## config.mk

```make
export PLATFORM = sky130hd
export DESIGN_NAME = dtas_active_set
export DESIGN_NICKNAME = d
export VERILOG_FILES = /design/src/dtas_pkg.sv /design/src/dtas_active_set.sv
export SDC_FILE = /design/constraint.sdc
export NUM_CORES = 1
export LEC_CHECK = 0
export ABC_AREA = 1
export BUFFER_PORTS_ARGS = -buffer_cell sky130_fd_sc_hd__buf_4
export CAP_MARGIN = 15
export CELL_PAD_IN_SITES_DETAIL_PLACEMENT = 0
export CELL_PAD_IN_SITES_GLOBAL_PLACEMENT = 1
export CORE_MARGIN = 1
export CORE_UTILIZATION = 40
export CTS_CLUSTER_DIAMETER = 80
export DETAILED_ROUTE_END_ITERATION = 10
export PLACE_DENSITY = 0.84
export REMOVE_ABC_BUFFERS = 1
export SLEW_MARGIN = 20
export SYNTH_ARGS = -nofsm -noshare
export SYNTH_HDL_FRONTEND = slang
export SYNTH_SLANG_ARGS = --single-unit
```

## constraint.sdc

```tcl
create_clock -name CLK -period 4.2 [get_ports CLK]
set_clock_uncertainty 0.2 [all_clocks]
set_input_delay 0.21 -clock CLK [delete_from_list [all_inputs] [get_ports CLK]]
set_output_delay 0.21 -clock CLK [all_outputs]
set_load 0.03 [all_outputs]
```

## src/dtas_pkg.sv

```systemverilog
package dtas_pkg;

  localparam int ADDR_W = 8;
  localparam int DATA_W = 32;
  localparam int CNT_W = 16;
  localparam int ID_W = 4;

  // Register word offsets (byte addresses)
  localparam logic [7:0] STRIDE_OFS = 8'h00;
  localparam logic [7:0] PROXY_OFS = 8'h04;
  localparam logic [7:0] SRC_RLD_OFS = 8'h08;
  localparam logic [7:0] SRC_SBASE_OFS = 8'h0c;
  localparam logic [7:0] SRC_DBASE_OFS = 8'h10;
  localparam logic [7:0] DST_RLD_OFS = 8'h14;
  localparam logic [7:0] DST_SBASE_OFS = 8'h18;
  localparam logic [7:0] STATUS_OFS = 8'h1c;
  localparam logic [7:0] WORK_CNT_OFS = 8'h20;
  localparam logic [7:0] CTRL_OFS = 8'h24;

  // Field positions
  localparam int SRC_STRIDE_LSB = 0;
  localparam int HOST_PRIVILEGE_LEVEL_BIT = 8;
  localparam int HOST_PRIVILEGE_ID_LSB = 0;
  localparam int RLD_LSB = 0;
  localparam int WORK_FIRST_DIM_BYTE_COUNT_LSB = 0;
  localparam int WORK_BCNT_LSB = 16;
  localparam int STAT_BUSY_BIT = 0;
  localparam int STAT_CMD_BIT = 1;
  localparam int STAT_PAUSE_BIT = 2;
  localparam int CTRL_PAUSE_BIT = 0;

  // Values
  localparam logic [ID_W-1:0] HOST_PRIVILEGE_ID_DSP = 4'h1;
  localparam logic [ID_W-1:0] HOST_PRIVILEGE_ID_OTHER = 4'h0;
  localparam logic [CNT_W-1:0] CHUNK_BYTES = 16'h0010;
  localparam logic [CNT_W-1:0] CNT_ONE = 16'h0001;
  localparam logic [DATA_W-1:0] READ_ZERO = 32'h0000_0000;

  typedef enum logic [1:0] {ST_IDLE, ST_READ, ST_WRITE} dtas_phase_e;

  typedef struct packed {
    dtas_phase_e state;
    logic pause;
    logic host_privilege_level;
    logic [ID_W-1:0] host_privilege_id;
    logic [CNT_W-1:0] src_stride;
    logic [CNT_W-1:0] dst_stride;
    logic [CNT_W-1:0] first_dim_byte_count_rld;
    logic [CNT_W-1:0] dst_first_dim_byte_count_rld;
    logic [CNT_W-1:0] first_dim_byte_count;
    logic [CNT_W-1:0] bcnt;
    logic [DATA_W-1:0] src_base;
    logic [DATA_W-1:0] src_addr;
    logic [DATA_W-1:0] dst_base;
    logic [DATA_W-1:0] dst_addr;
    logic cmd_valid;
    logic cmd_write;
    logic [DATA_W-1:0] cmd_addr;
    logic [CNT_W-1:0] cmd_bytes;
    logic done;
    logic [DATA_W-1:0] rdata;
  } dtas_state_s;

endpackage

```

## src/dtas_active_set.sv

```systemverilog
// Notes on behaviour
// (RL1) The source set shows a 16-bit source array stride in its low half.
// (RL2) The upper half of the stride register, the dst stride, reads zero.
// (RL3) On request submission the host privilege level is captured.
// (RL4) Every read and write command carries the captured privilege level.
// (RL5) On request submission the 4-bit host privilege id is captured.
// (RL6) Every read and write command carries the captured privilege id.
// (RL7) The privilege id is one for the DSP core and zero for other hosts.
// (RL8) Source and destination sets each hold a 16-bit first-dim reload.
// (RL9) After each array but the last the working first-dim count reloads.
// (RL10) A 32-bit source base holds the start of the array being read.
// (RL11) The source base of the destination FIFO set always reads zero.
// (RL12) The working first-dim count drops as each read command issues.
// (RL13) Status registers are read-only; writes leave them unchanged.
//
// The register addresses and the address-and-strobe port are this design's own decisions.
module dtas_active_set
(
  input wire logic CLK,
  input wire logic RST_N,
  input wire logic [dtas_pkg::ADDR_W-1:0] ADDR,
  input wire logic [dtas_pkg::DATA_W-1:0] WDATA,
  input wire logic WR_EN,
  input wire logic RD_EN,
  output logic [dtas_pkg::DATA_W-1:0] RDATA,
  input wire logic TR_VALID,
  output logic TR_READY,
  input wire logic [dtas_pkg::DATA_W-1:0] TR_SRC_ADDR,
  input wire logic [dtas_pkg::DATA_W-1:0] TR_DST_ADDR,
  input wire logic [dtas_pkg::CNT_W-1:0] TR_FIRST_DIM_BYTE_COUNT,
  input wire logic [dtas_pkg::CNT_W-1:0] TR_BCNT,
  input wire logic [dtas_pkg::CNT_W-1:0] TR_SRC_STRIDE,
  input wire logic [dtas_pkg::CNT_W-1:0] TR_DST_STRIDE,
  input wire logic TR_HOST_PRIVILEGE_LEVEL,
  input wire logic TR_HOST_DSP,
  output logic TR_DONE,
  output logic CMD_VALID,
  input wire logic CMD_READY,
  output logic CMD_WRITE,
  output logic [dtas_pkg::DATA_W-1:0] CMD_ADDR,
  output logic [dtas_pkg::CNT_W-1:0] CMD_BYTES,
  output logic CMD_HOST_PRIVILEGE_LEVEL,
  output logic [dtas_pkg::ID_W-1:0] CMD_HOST_PRIVILEGE_ID
);
  import dtas_pkg::*;

  dtas_state_s s;
  dtas_state_s n;

  // Next array start: base plus unsigned byte stride
  function automatic logic [DATA_W-1:0] step_base(
    input logic [DATA_W-1:0] base,
    input logic [CNT_W-1:0] stride
  );
    step_base = base + {{(DATA_W-CNT_W){1'b0}}, stride};
  endfunction

  // Register read decode
  function automatic logic [DATA_W-1:0] read_word(
    input logic [ADDR_W-1:0] a,
    input dtas_state_s st
  );
    logic [DATA_W-1:0] w;
    w = READ_ZERO;
    case (a)
      STRIDE_OFS:
      begin
        w[SRC_STRIDE_LSB +: CNT_W] = st.src_stride; // RL1 RL2
      end
      PROXY_OFS:
      begin
        w[HOST_PRIVILEGE_LEVEL_BIT] = st.host_privilege_level;
        w[HOST_PRIVILEGE_ID_LSB +: ID_W] = st.host_privilege_id;
      end
      SRC_RLD_OFS:
      begin
        w[RLD_LSB +: CNT_W] = st.first_dim_byte_count_rld; // RL8
      end
      SRC_SBASE_OFS:
      begin
        w = st.src_base; // RL10
      end
      SRC_DBASE_OFS:
      begin
        w = READ_ZERO;
      end
      DST_RLD_OFS:
      begin
        w[RLD_LSB +: CNT_W] = st.dst_first_dim_byte_count_rld; // RL8
      end
      DST_SBASE_OFS:
      begin
        w = READ_ZERO; // RL11
      end
      STATUS_OFS:
      begin
        w[STAT_BUSY_BIT] = (st.state != ST_IDLE);
        w[STAT_CMD_BIT] = st.cmd_valid;
        w[STAT_PAUSE_BIT] = st.pause;
      end
      WORK_CNT_OFS:
      begin
        w[WORK_FIRST_DIM_BYTE_COUNT_LSB +: CNT_W] = st.first_dim_byte_count;
        w[WORK_BCNT_LSB +: CNT_W] = st.bcnt;
      end
      CTRL_OFS:
      begin
        w[CTRL_PAUSE_BIT] = st.pause;
      end
      default:
      begin
        w = READ_ZERO;
      end
    endcase
    read_word = w;
  endfunction

  always_comb
  begin
    logic [CNT_W-1:0] rd_bytes;
    rd_bytes = (s.first_dim_byte_count < CHUNK_BYTES) ? s.first_dim_byte_count : CHUNK_BYTES;
    n = s;
    n.done = 1'b0;
    n.rdata = READ_ZERO;
    if (RD_EN)
    begin
      n.rdata = read_word(ADDR, s);
    end
    // Only the control word takes writes
    if (WR_EN && ADDR == CTRL_OFS) // RL13
    begin
      n.pause = WDATA[CTRL_PAUSE_BIT];
    end
    case (s.state)
      ST_IDLE:
      begin
        if (TR_VALID)
        begin
          n.host_privilege_level = TR_HOST_PRIVILEGE_LEVEL; // RL3
          n.host_privilege_id = TR_HOST_DSP ? HOST_PRIVILEGE_ID_DSP : HOST_PRIVILEGE_ID_OTHER; // RL5 RL7
          n.src_stride = TR_SRC_STRIDE;
          n.dst_stride = TR_DST_STRIDE;
          n.first_dim_byte_count_rld = TR_FIRST_DIM_BYTE_COUNT; // RL8
          n.dst_first_dim_byte_count_rld = TR_FIRST_DIM_BYTE_COUNT; // RL8
          n.first_dim_byte_count = TR_FIRST_DIM_BYTE_COUNT;
          n.bcnt = TR_BCNT;
          n.src_base = TR_SRC_ADDR; // RL10
          n.src_addr = TR_SRC_ADDR;
          n.dst_base = TR_DST_ADDR;
          n.dst_addr = TR_DST_ADDR;
          if (TR_FIRST_DIM_BYTE_COUNT != '0 && TR_BCNT != '0)
          begin
            n.state = ST_READ;
          end
          else
          begin
            n.done = 1'b1;
          end
        end
      end
      ST_READ:
      begin
        if (!s.cmd_valid)
        begin
          if (!s.pause)
          begin
            n.cmd_valid = 1'b1;
            n.cmd_write = 1'b0;
            n.cmd_addr = s.src_addr;
            n.cmd_bytes = rd_bytes;
            n.src_addr = step_base(s.src_addr, rd_bytes);
            n.first_dim_byte_count = s.first_dim_byte_count - rd_bytes; // RL12
          end
        end
        else if (CMD_READY)
        begin
          // Matching write follows the accepted read at once
          n.cmd_write = 1'b1;
          n.cmd_addr = s.dst_addr;
          n.dst_addr = step_base(s.dst_addr, s.cmd_bytes);
          n.state = ST_WRITE;
        end
      end
      ST_WRITE:
      begin
        if (CMD_READY)
        begin
          n.cmd_valid = 1'b0;
          n.cmd_write = 1'b0;
          n.state = ST_READ;
          if (s.first_dim_byte_count == '0)
          begin
            n.bcnt = s.bcnt - CNT_ONE;
            if (s.bcnt == CNT_ONE)
            begin
              n.state = ST_IDLE;
              n.done = 1'b1;
            end
            else
            begin
              n.src_base = step_base(s.src_base, s.src_stride); // RL10
              n.src_addr = step_base(s.src_base, s.src_stride);
              n.dst_base = step_base(s.dst_base, s.dst_stride);
              n.dst_addr = step_base(s.dst_base, s.dst_stride);
              n.first_dim_byte_count = s.first_dim_byte_count_rld; // RL9
            end
          end
        end
      end
      default:
      begin
        n.state = ST_IDLE;
        n.cmd_valid = 1'b0;
      end
    endcase
  end

  always_ff @(posedge CLK or negedge RST_N)
  begin
    if (!RST_N)
    begin
      s <= '0;
    end
    else
    begin
      s <= n;
    end
  end

  assign RDATA = s.rdata;
  assign TR_READY = (s.state == ST_IDLE);
  assign TR_DONE = s.done;
  assign CMD_VALID = s.cmd_valid;
  assign CMD_WRITE = s.cmd_write;
  assign CMD_ADDR = s.cmd_addr;
  assign CMD_BYTES = s.cmd_bytes;
  assign CMD_HOST_PRIVILEGE_LEVEL = s.host_privilege_level; // RL4
  assign CMD_HOST_PRIVILEGE_ID = s.host_privilege_id; // RL6
endmodule

```

## Yosys cells after proc, flatten, opt, wreduce, memory -nomap -nowiden

Cells that the tools add are included.

- Multipliers: 0
- Mux-type cells: 46
- Eq/ne operators: 23
- Bitwise operators: 3
- Reduce and logical (&&, ||, !) cells: 22
- $lt $le $gt $ge: 1
- Div/mod/pow operators: 0
- Add/sub/neg operators: 6
- Shift-type cells: 0

Operator list:

| cell | count |
|---|---|
| $mux W160 | 2 |
| $pmux W32 S3 | 2 |
| $mux W162 | 1 |
| $mux W32 | 5 |
| $add A32 B16 Y32 | 4 |
| $mux W128 | 1 |
| $pmux W48 S2 | 1 |
| $mux W33 | 2 |
| $mux W16 | 4 |
| $pmux W32 S2 | 1 |
| $mux W50 | 1 |
| $pmux W16 S3 | 1 |
| $pmux W16 S2 | 1 |
| $reduce_bool A16 Y1 | 2 |
| $pmux W7 S4 | 1 |
| $ne A2 B2 Y1 const B | 10 |
| $eq A16 B1 Y1 const B | 1 |
| $eq A8 B4 Y1 const B | 2 |
| $eq A8 B5 Y1 const B | 2 |
| $eq A8 B6 Y1 const B | 2 |
| $logic_not A16 Y1 | 1 |
| $lt A16 B5 Y1 const B | 1 |
| $pmux W4 S4 | 1 |
| $sub A16 B1 Y16 const B | 1 |
| 26 further kinds | 51 |

- Latch bits: 0
- Logic and storage cells: 120
- Bits in registers: 296
- Bits in writable memories: 0
- Output and inout port bits: 89
- Memories: 0
- Bits in read-only memories: 0

## Longest topological paths before layout

- Word-level depth: 6
- Gate-level depth with buffers: 23
- Mapped depth without buffers: 22

## Worst setup path before layout

No wires, ideal clock.

- Kind: register -> register
- Start: register s[234] (netlist bit)
- End: register s[173] (netlist bit)
- Period minus slack after synthesis: 3.057 ns
- Setup slack: 1.143 ns
- Path buffers: 1
- Setup time: 0.116 ns
- Arrival time: 2.741 ns
- Stages on the path, launching flop included: 24
- Path through: dfrtp_1 nor2_2 nand2_2 nor2_4 nand2_2 buf_2 nor2_1 ha_1 inv_1 fa_1 inv_1 nand2_1 a21oi_1 nand2_1 nand2_1 nand2_1 nand2_1 nand2_1 nand2_1 nand2_1 nand3_1 nand3_1 nand2_1 nand2_1

- Word-level cells in the longest chain between the ends: 6
- Elaborated cells on any way between the ends: 9

Ends and longest elaborated chain:

| what | line | RTL |
|---|---|---|
| start, declared | dtas_active_set.sv:47 | `dtas_state_s s;` |
| start signal, assigned | dtas_active_set.sv:226 | `s <= n;` |
| $lt A16 B5 Y1 | dtas_active_set.sv:121 | `rd_bytes = (s.first_dim_byte_count < CHUNK_BYTES) ? s.first_dim_byte_count : CHUNK_BYTES;` |
| $mux W16 | dtas_active_set.sv:121 |  |
| $add A32 B16 Y32 | dtas_active_set.sv:55 | `step_base = base + {{(DATA_W-CNT_W){1'b0}}, stride};` |
| $mux W32 | dtas_active_set.sv:165 | `if (!s.pause)` |
| $mux W32 | dtas_active_set.sv:163 | `if (!s.cmd_valid)` |
| $pmux W32 S3 | dtas_active_set.sv:134 | `case (s.state)` |

Several ways; a longest one is shown, not always the timed one. The select of a mux whose other input is x is not followed.
A chain may end at the register's enable or synchronous reset.

## Final worst setup path

- Start: register s[239] (netlist bit)
- End: register s[177] (netlist bit)

Same word-level chain as after synthesis.

==> reports/summary.txt <==
Yosys cell types - 53
Via count - 21.8k
Xor and xnor area share after synthesis - 0.00418
Cell area after synthesis - 21000 um2
CP Max Fanout - 6
Largest net degree at the start of global routing - 109
Total Nets Final - 3539
Post-placement cell area - 22800 um2
Diode count - 0
Vias in the first global route - 21.4k
Clk pwr share - 0.172
Area leader, netlist - dfrtp_1
Mux contribution to synthesized area - 0.0204
Clock Latency Late Sink - 0.59 ns
H-Tree Depth - 2
Comb power frac - 0.561
Min Clock Period, post-route - 3.64 ns
TritonRoute pass-1 iters - 5
Setup TNS - 0 ns
YS warnings - 0
Die X - 231 um
Most common library cells after synthesis - nand2_1, nor2_1, dfrtp_1
Largest cells by area after synthesis - dfrtp_1, nand2_1, nand3_1
Simple-Gate Fraction of Synth Area - 0.300
Sequential fraction of the synthesis area - 0.353
Avg Vias per Cell - 5.46
CTS Root Cell - clkbuf_16
Pre-CTS WS - 0.587 ns
Maximum VDD drop - 0.000839 V
Drt total wl - 80700 um
Critical path arrival - 3.91 ns
EDFF count, synth - 0
Final count of hold timing violations - 0
Register bit total from synthesis - 296
Dominant synthesized flop cell - dfrtp_1
Mapped Cells - 3028
Asr flop ratio synth - 1.00
Most frequent cell after synthesis - nand2_1
Seq pwr share - 0.267
Crit start category - flip-flop
Post-route DRC - 0
Die ar. - 53300 um2
NetSw - 10.4 mW
Rel. slew slack - 0.316
CTS tree - built
Port bufs - 230
Slew @ Worst Pin - 1.02 ns
Tot Pwr - 20.4 mW
First-pass GRT wire length - 124000 um
Max Cap Viol - 0
Initial antenna violation count - 0
Pint - 10.0 mW
Adder-cell share of the synthesized area - 0.0462
Buffer depth of the longest clock path - 3
Core area - 51500 um2
Syn Area/Cell - 6.92 um2
Post-synth top area share - 0.353
Fin worst setup slack - 0.556 ns
CTS buffer count - 39
Synth Area in Compound Gates - 0.168
Req. time, crit path - 4.47 ns
Tightest Hold Check Type - in -> reg
Final setup fails - 0
Fmax - 274 MHz
Overall routing resource usage - 0.301
Fin. max-slew vios - 0
Final global-route overflow total - 0
DP HPWL - 59400 um
Initial Util - 0.407
Main combinational cell family by area after synthesis - simple AND/OR/NAND/NOR gates
Clk slew on worst S/H paths - 0.06 ns
Pwr Density - 801 nW/um2
Gpl congestion - 0.954
# clock sinks - 296
RSZ-0062 raised after global routing - no
Iteration-0 DRC Markers - 1847
# IOs - 265
Endpoint class of the critical path - flip-flop
Pleak - 12.3 nW
Critical path class - reg -> reg
Die H - 231 um
Crit share post-route - 0.868
Area grow syn2layout - 21.7%
Avg WL per Cell - 20.2 um
Design area - 25500 um2
Status - finished, final reports clean
Share of layout cells above drive strength 1 - 0.117
Sw Share - 0.510
Num rows - 83
Routed Antenna Nets - 0
[power by group through the flow]
| stage | clock network [mW] | logic, mW | registers, mW |
|---|---|---|---|
| after floorplan | 0 | 7.47 | 5.27 |
| after global placement | 0 | 11.0 | 5.42 |
| after detailed placement | 0 | 11.2 | 5.45 |
| after CTS | 3.57 | 11.3 | 5.42 |
| after global routing | 3.66 | 12.7 | 5.60 |
| final | 3.51 | 11.5 | 5.46 |
[layout by cell type (no fill, tap or decap), types with 34 or more instances in the layout]
cell type	count
ha_1	68
nand4_1	39
a22oi_1	70
inv_1	294
dfrtp_1	296
nor3_1	34
dlygate4sd3_1	143
buf_4	249
a21oi_1	242
mux2_2	38
nand2_1	789
nor2_1	328
nand3_1	259
clkbuf_16	40
o21ai_0	176
[registers in the layout (all words and copies together) (netlist names)]
name / flops
CMD_ADDR: 32
CMD_BYTES: 16
CMD_HOST_PRIVILEGE_ID: 1
CMD_HOST_PRIVILEGE_LEVEL: 1
CMD_VALID: 1
CMD_WRITE: 1
RDATA: 32
TR_DONE: 1
s: 211
[through the flow]
step,hold slack (ns),util,cells
global route,0.0802,0.495,3995
global placement,0.152,0.442,3784
CTS,0.0230,0.495,3995
floorplan,-0.286,-,2849
finish,0.0571,0.495,3995
detailed placement,0.156,0.442,3784
[worst max-delay path: stages (launching register included)]
cell and delay (ns):
dfrtp_1 0.44, nor2_2 0.17, nand2_1 0.09, nor2_1 0.15, nand2_2 0.13, nor2_1 0.17, ha_1 0.20, inv_1 0.06
fa_1 0.36, inv_1 0.09, nand2_1 0.06, a21oi_1 0.41, nand2_1 0.09, nand2_1 0.19, nand3_1 0.16, nand3_1 0.14
nand3_1 0.08, nand3_1 0.09, nand3_1 0.09, nand2_1 0.09, nand2_1 0.04
[logic make-up (layout without fill, tap and decap cells)]
kind of cell,after synthesis,count (layout)
other cells,2,15
compound gates,611,611
xor+xnor,10,10
simple gates,1502,1502
flops,296,296
mux,38,38
buf+inv,494,768
fa+ha+maj,75,75
[cell type report]
class | count | area (um2)
Clock buffer | 49 | 1040
Clock inverter | 19 | 256
Fill cell | 5165 | 26000
Inverter | 302 | 1140
Multi-Input combinational cell | 2251 | 11400
Sequential cell | 296 | 7410
Tap cell | 680 | 851
Timing Repair Buffer | 398 | 3420
[metal layers]
layer | up-vias | wire length (um) | GRT usage
li1 | 10500 | - | -
met1 | 10400 | 34300 | 0.380
met2 | 723 | 39200 | 0.517
met3 | 148 | 3970 | 0.0368
met4 | 0 | 3200 | 0.123
met5 | - | 0 | 0
[path summary, 6_finish.rpt]
path                       slack (ns)  depth (start not counted)     from  endpoint
hold / removal                   0.06                          7  ADDR[6]  RDATA[0]
setup / recovery                 0.56                         20   s[239]    s[177]
max in group asynchronous        2.61                          3    RST_N    s[314]
setup reg to reg                 0.56                         20   s[239]    s[177]
hold reg to reg                  0.30                          1   s[121]    s[121]
min in group asynchronous        0.09                          2    RST_N     s[96]
[timing repair]
item | in CTS | in global routing
resized for setup | 0 | 0
hold buffers | 143 | 0
buffers inserted | 0 | 0
endpoints found under the hold margin | 325 | 0
No activity file was read; power rests on OpenSTA's default activity.
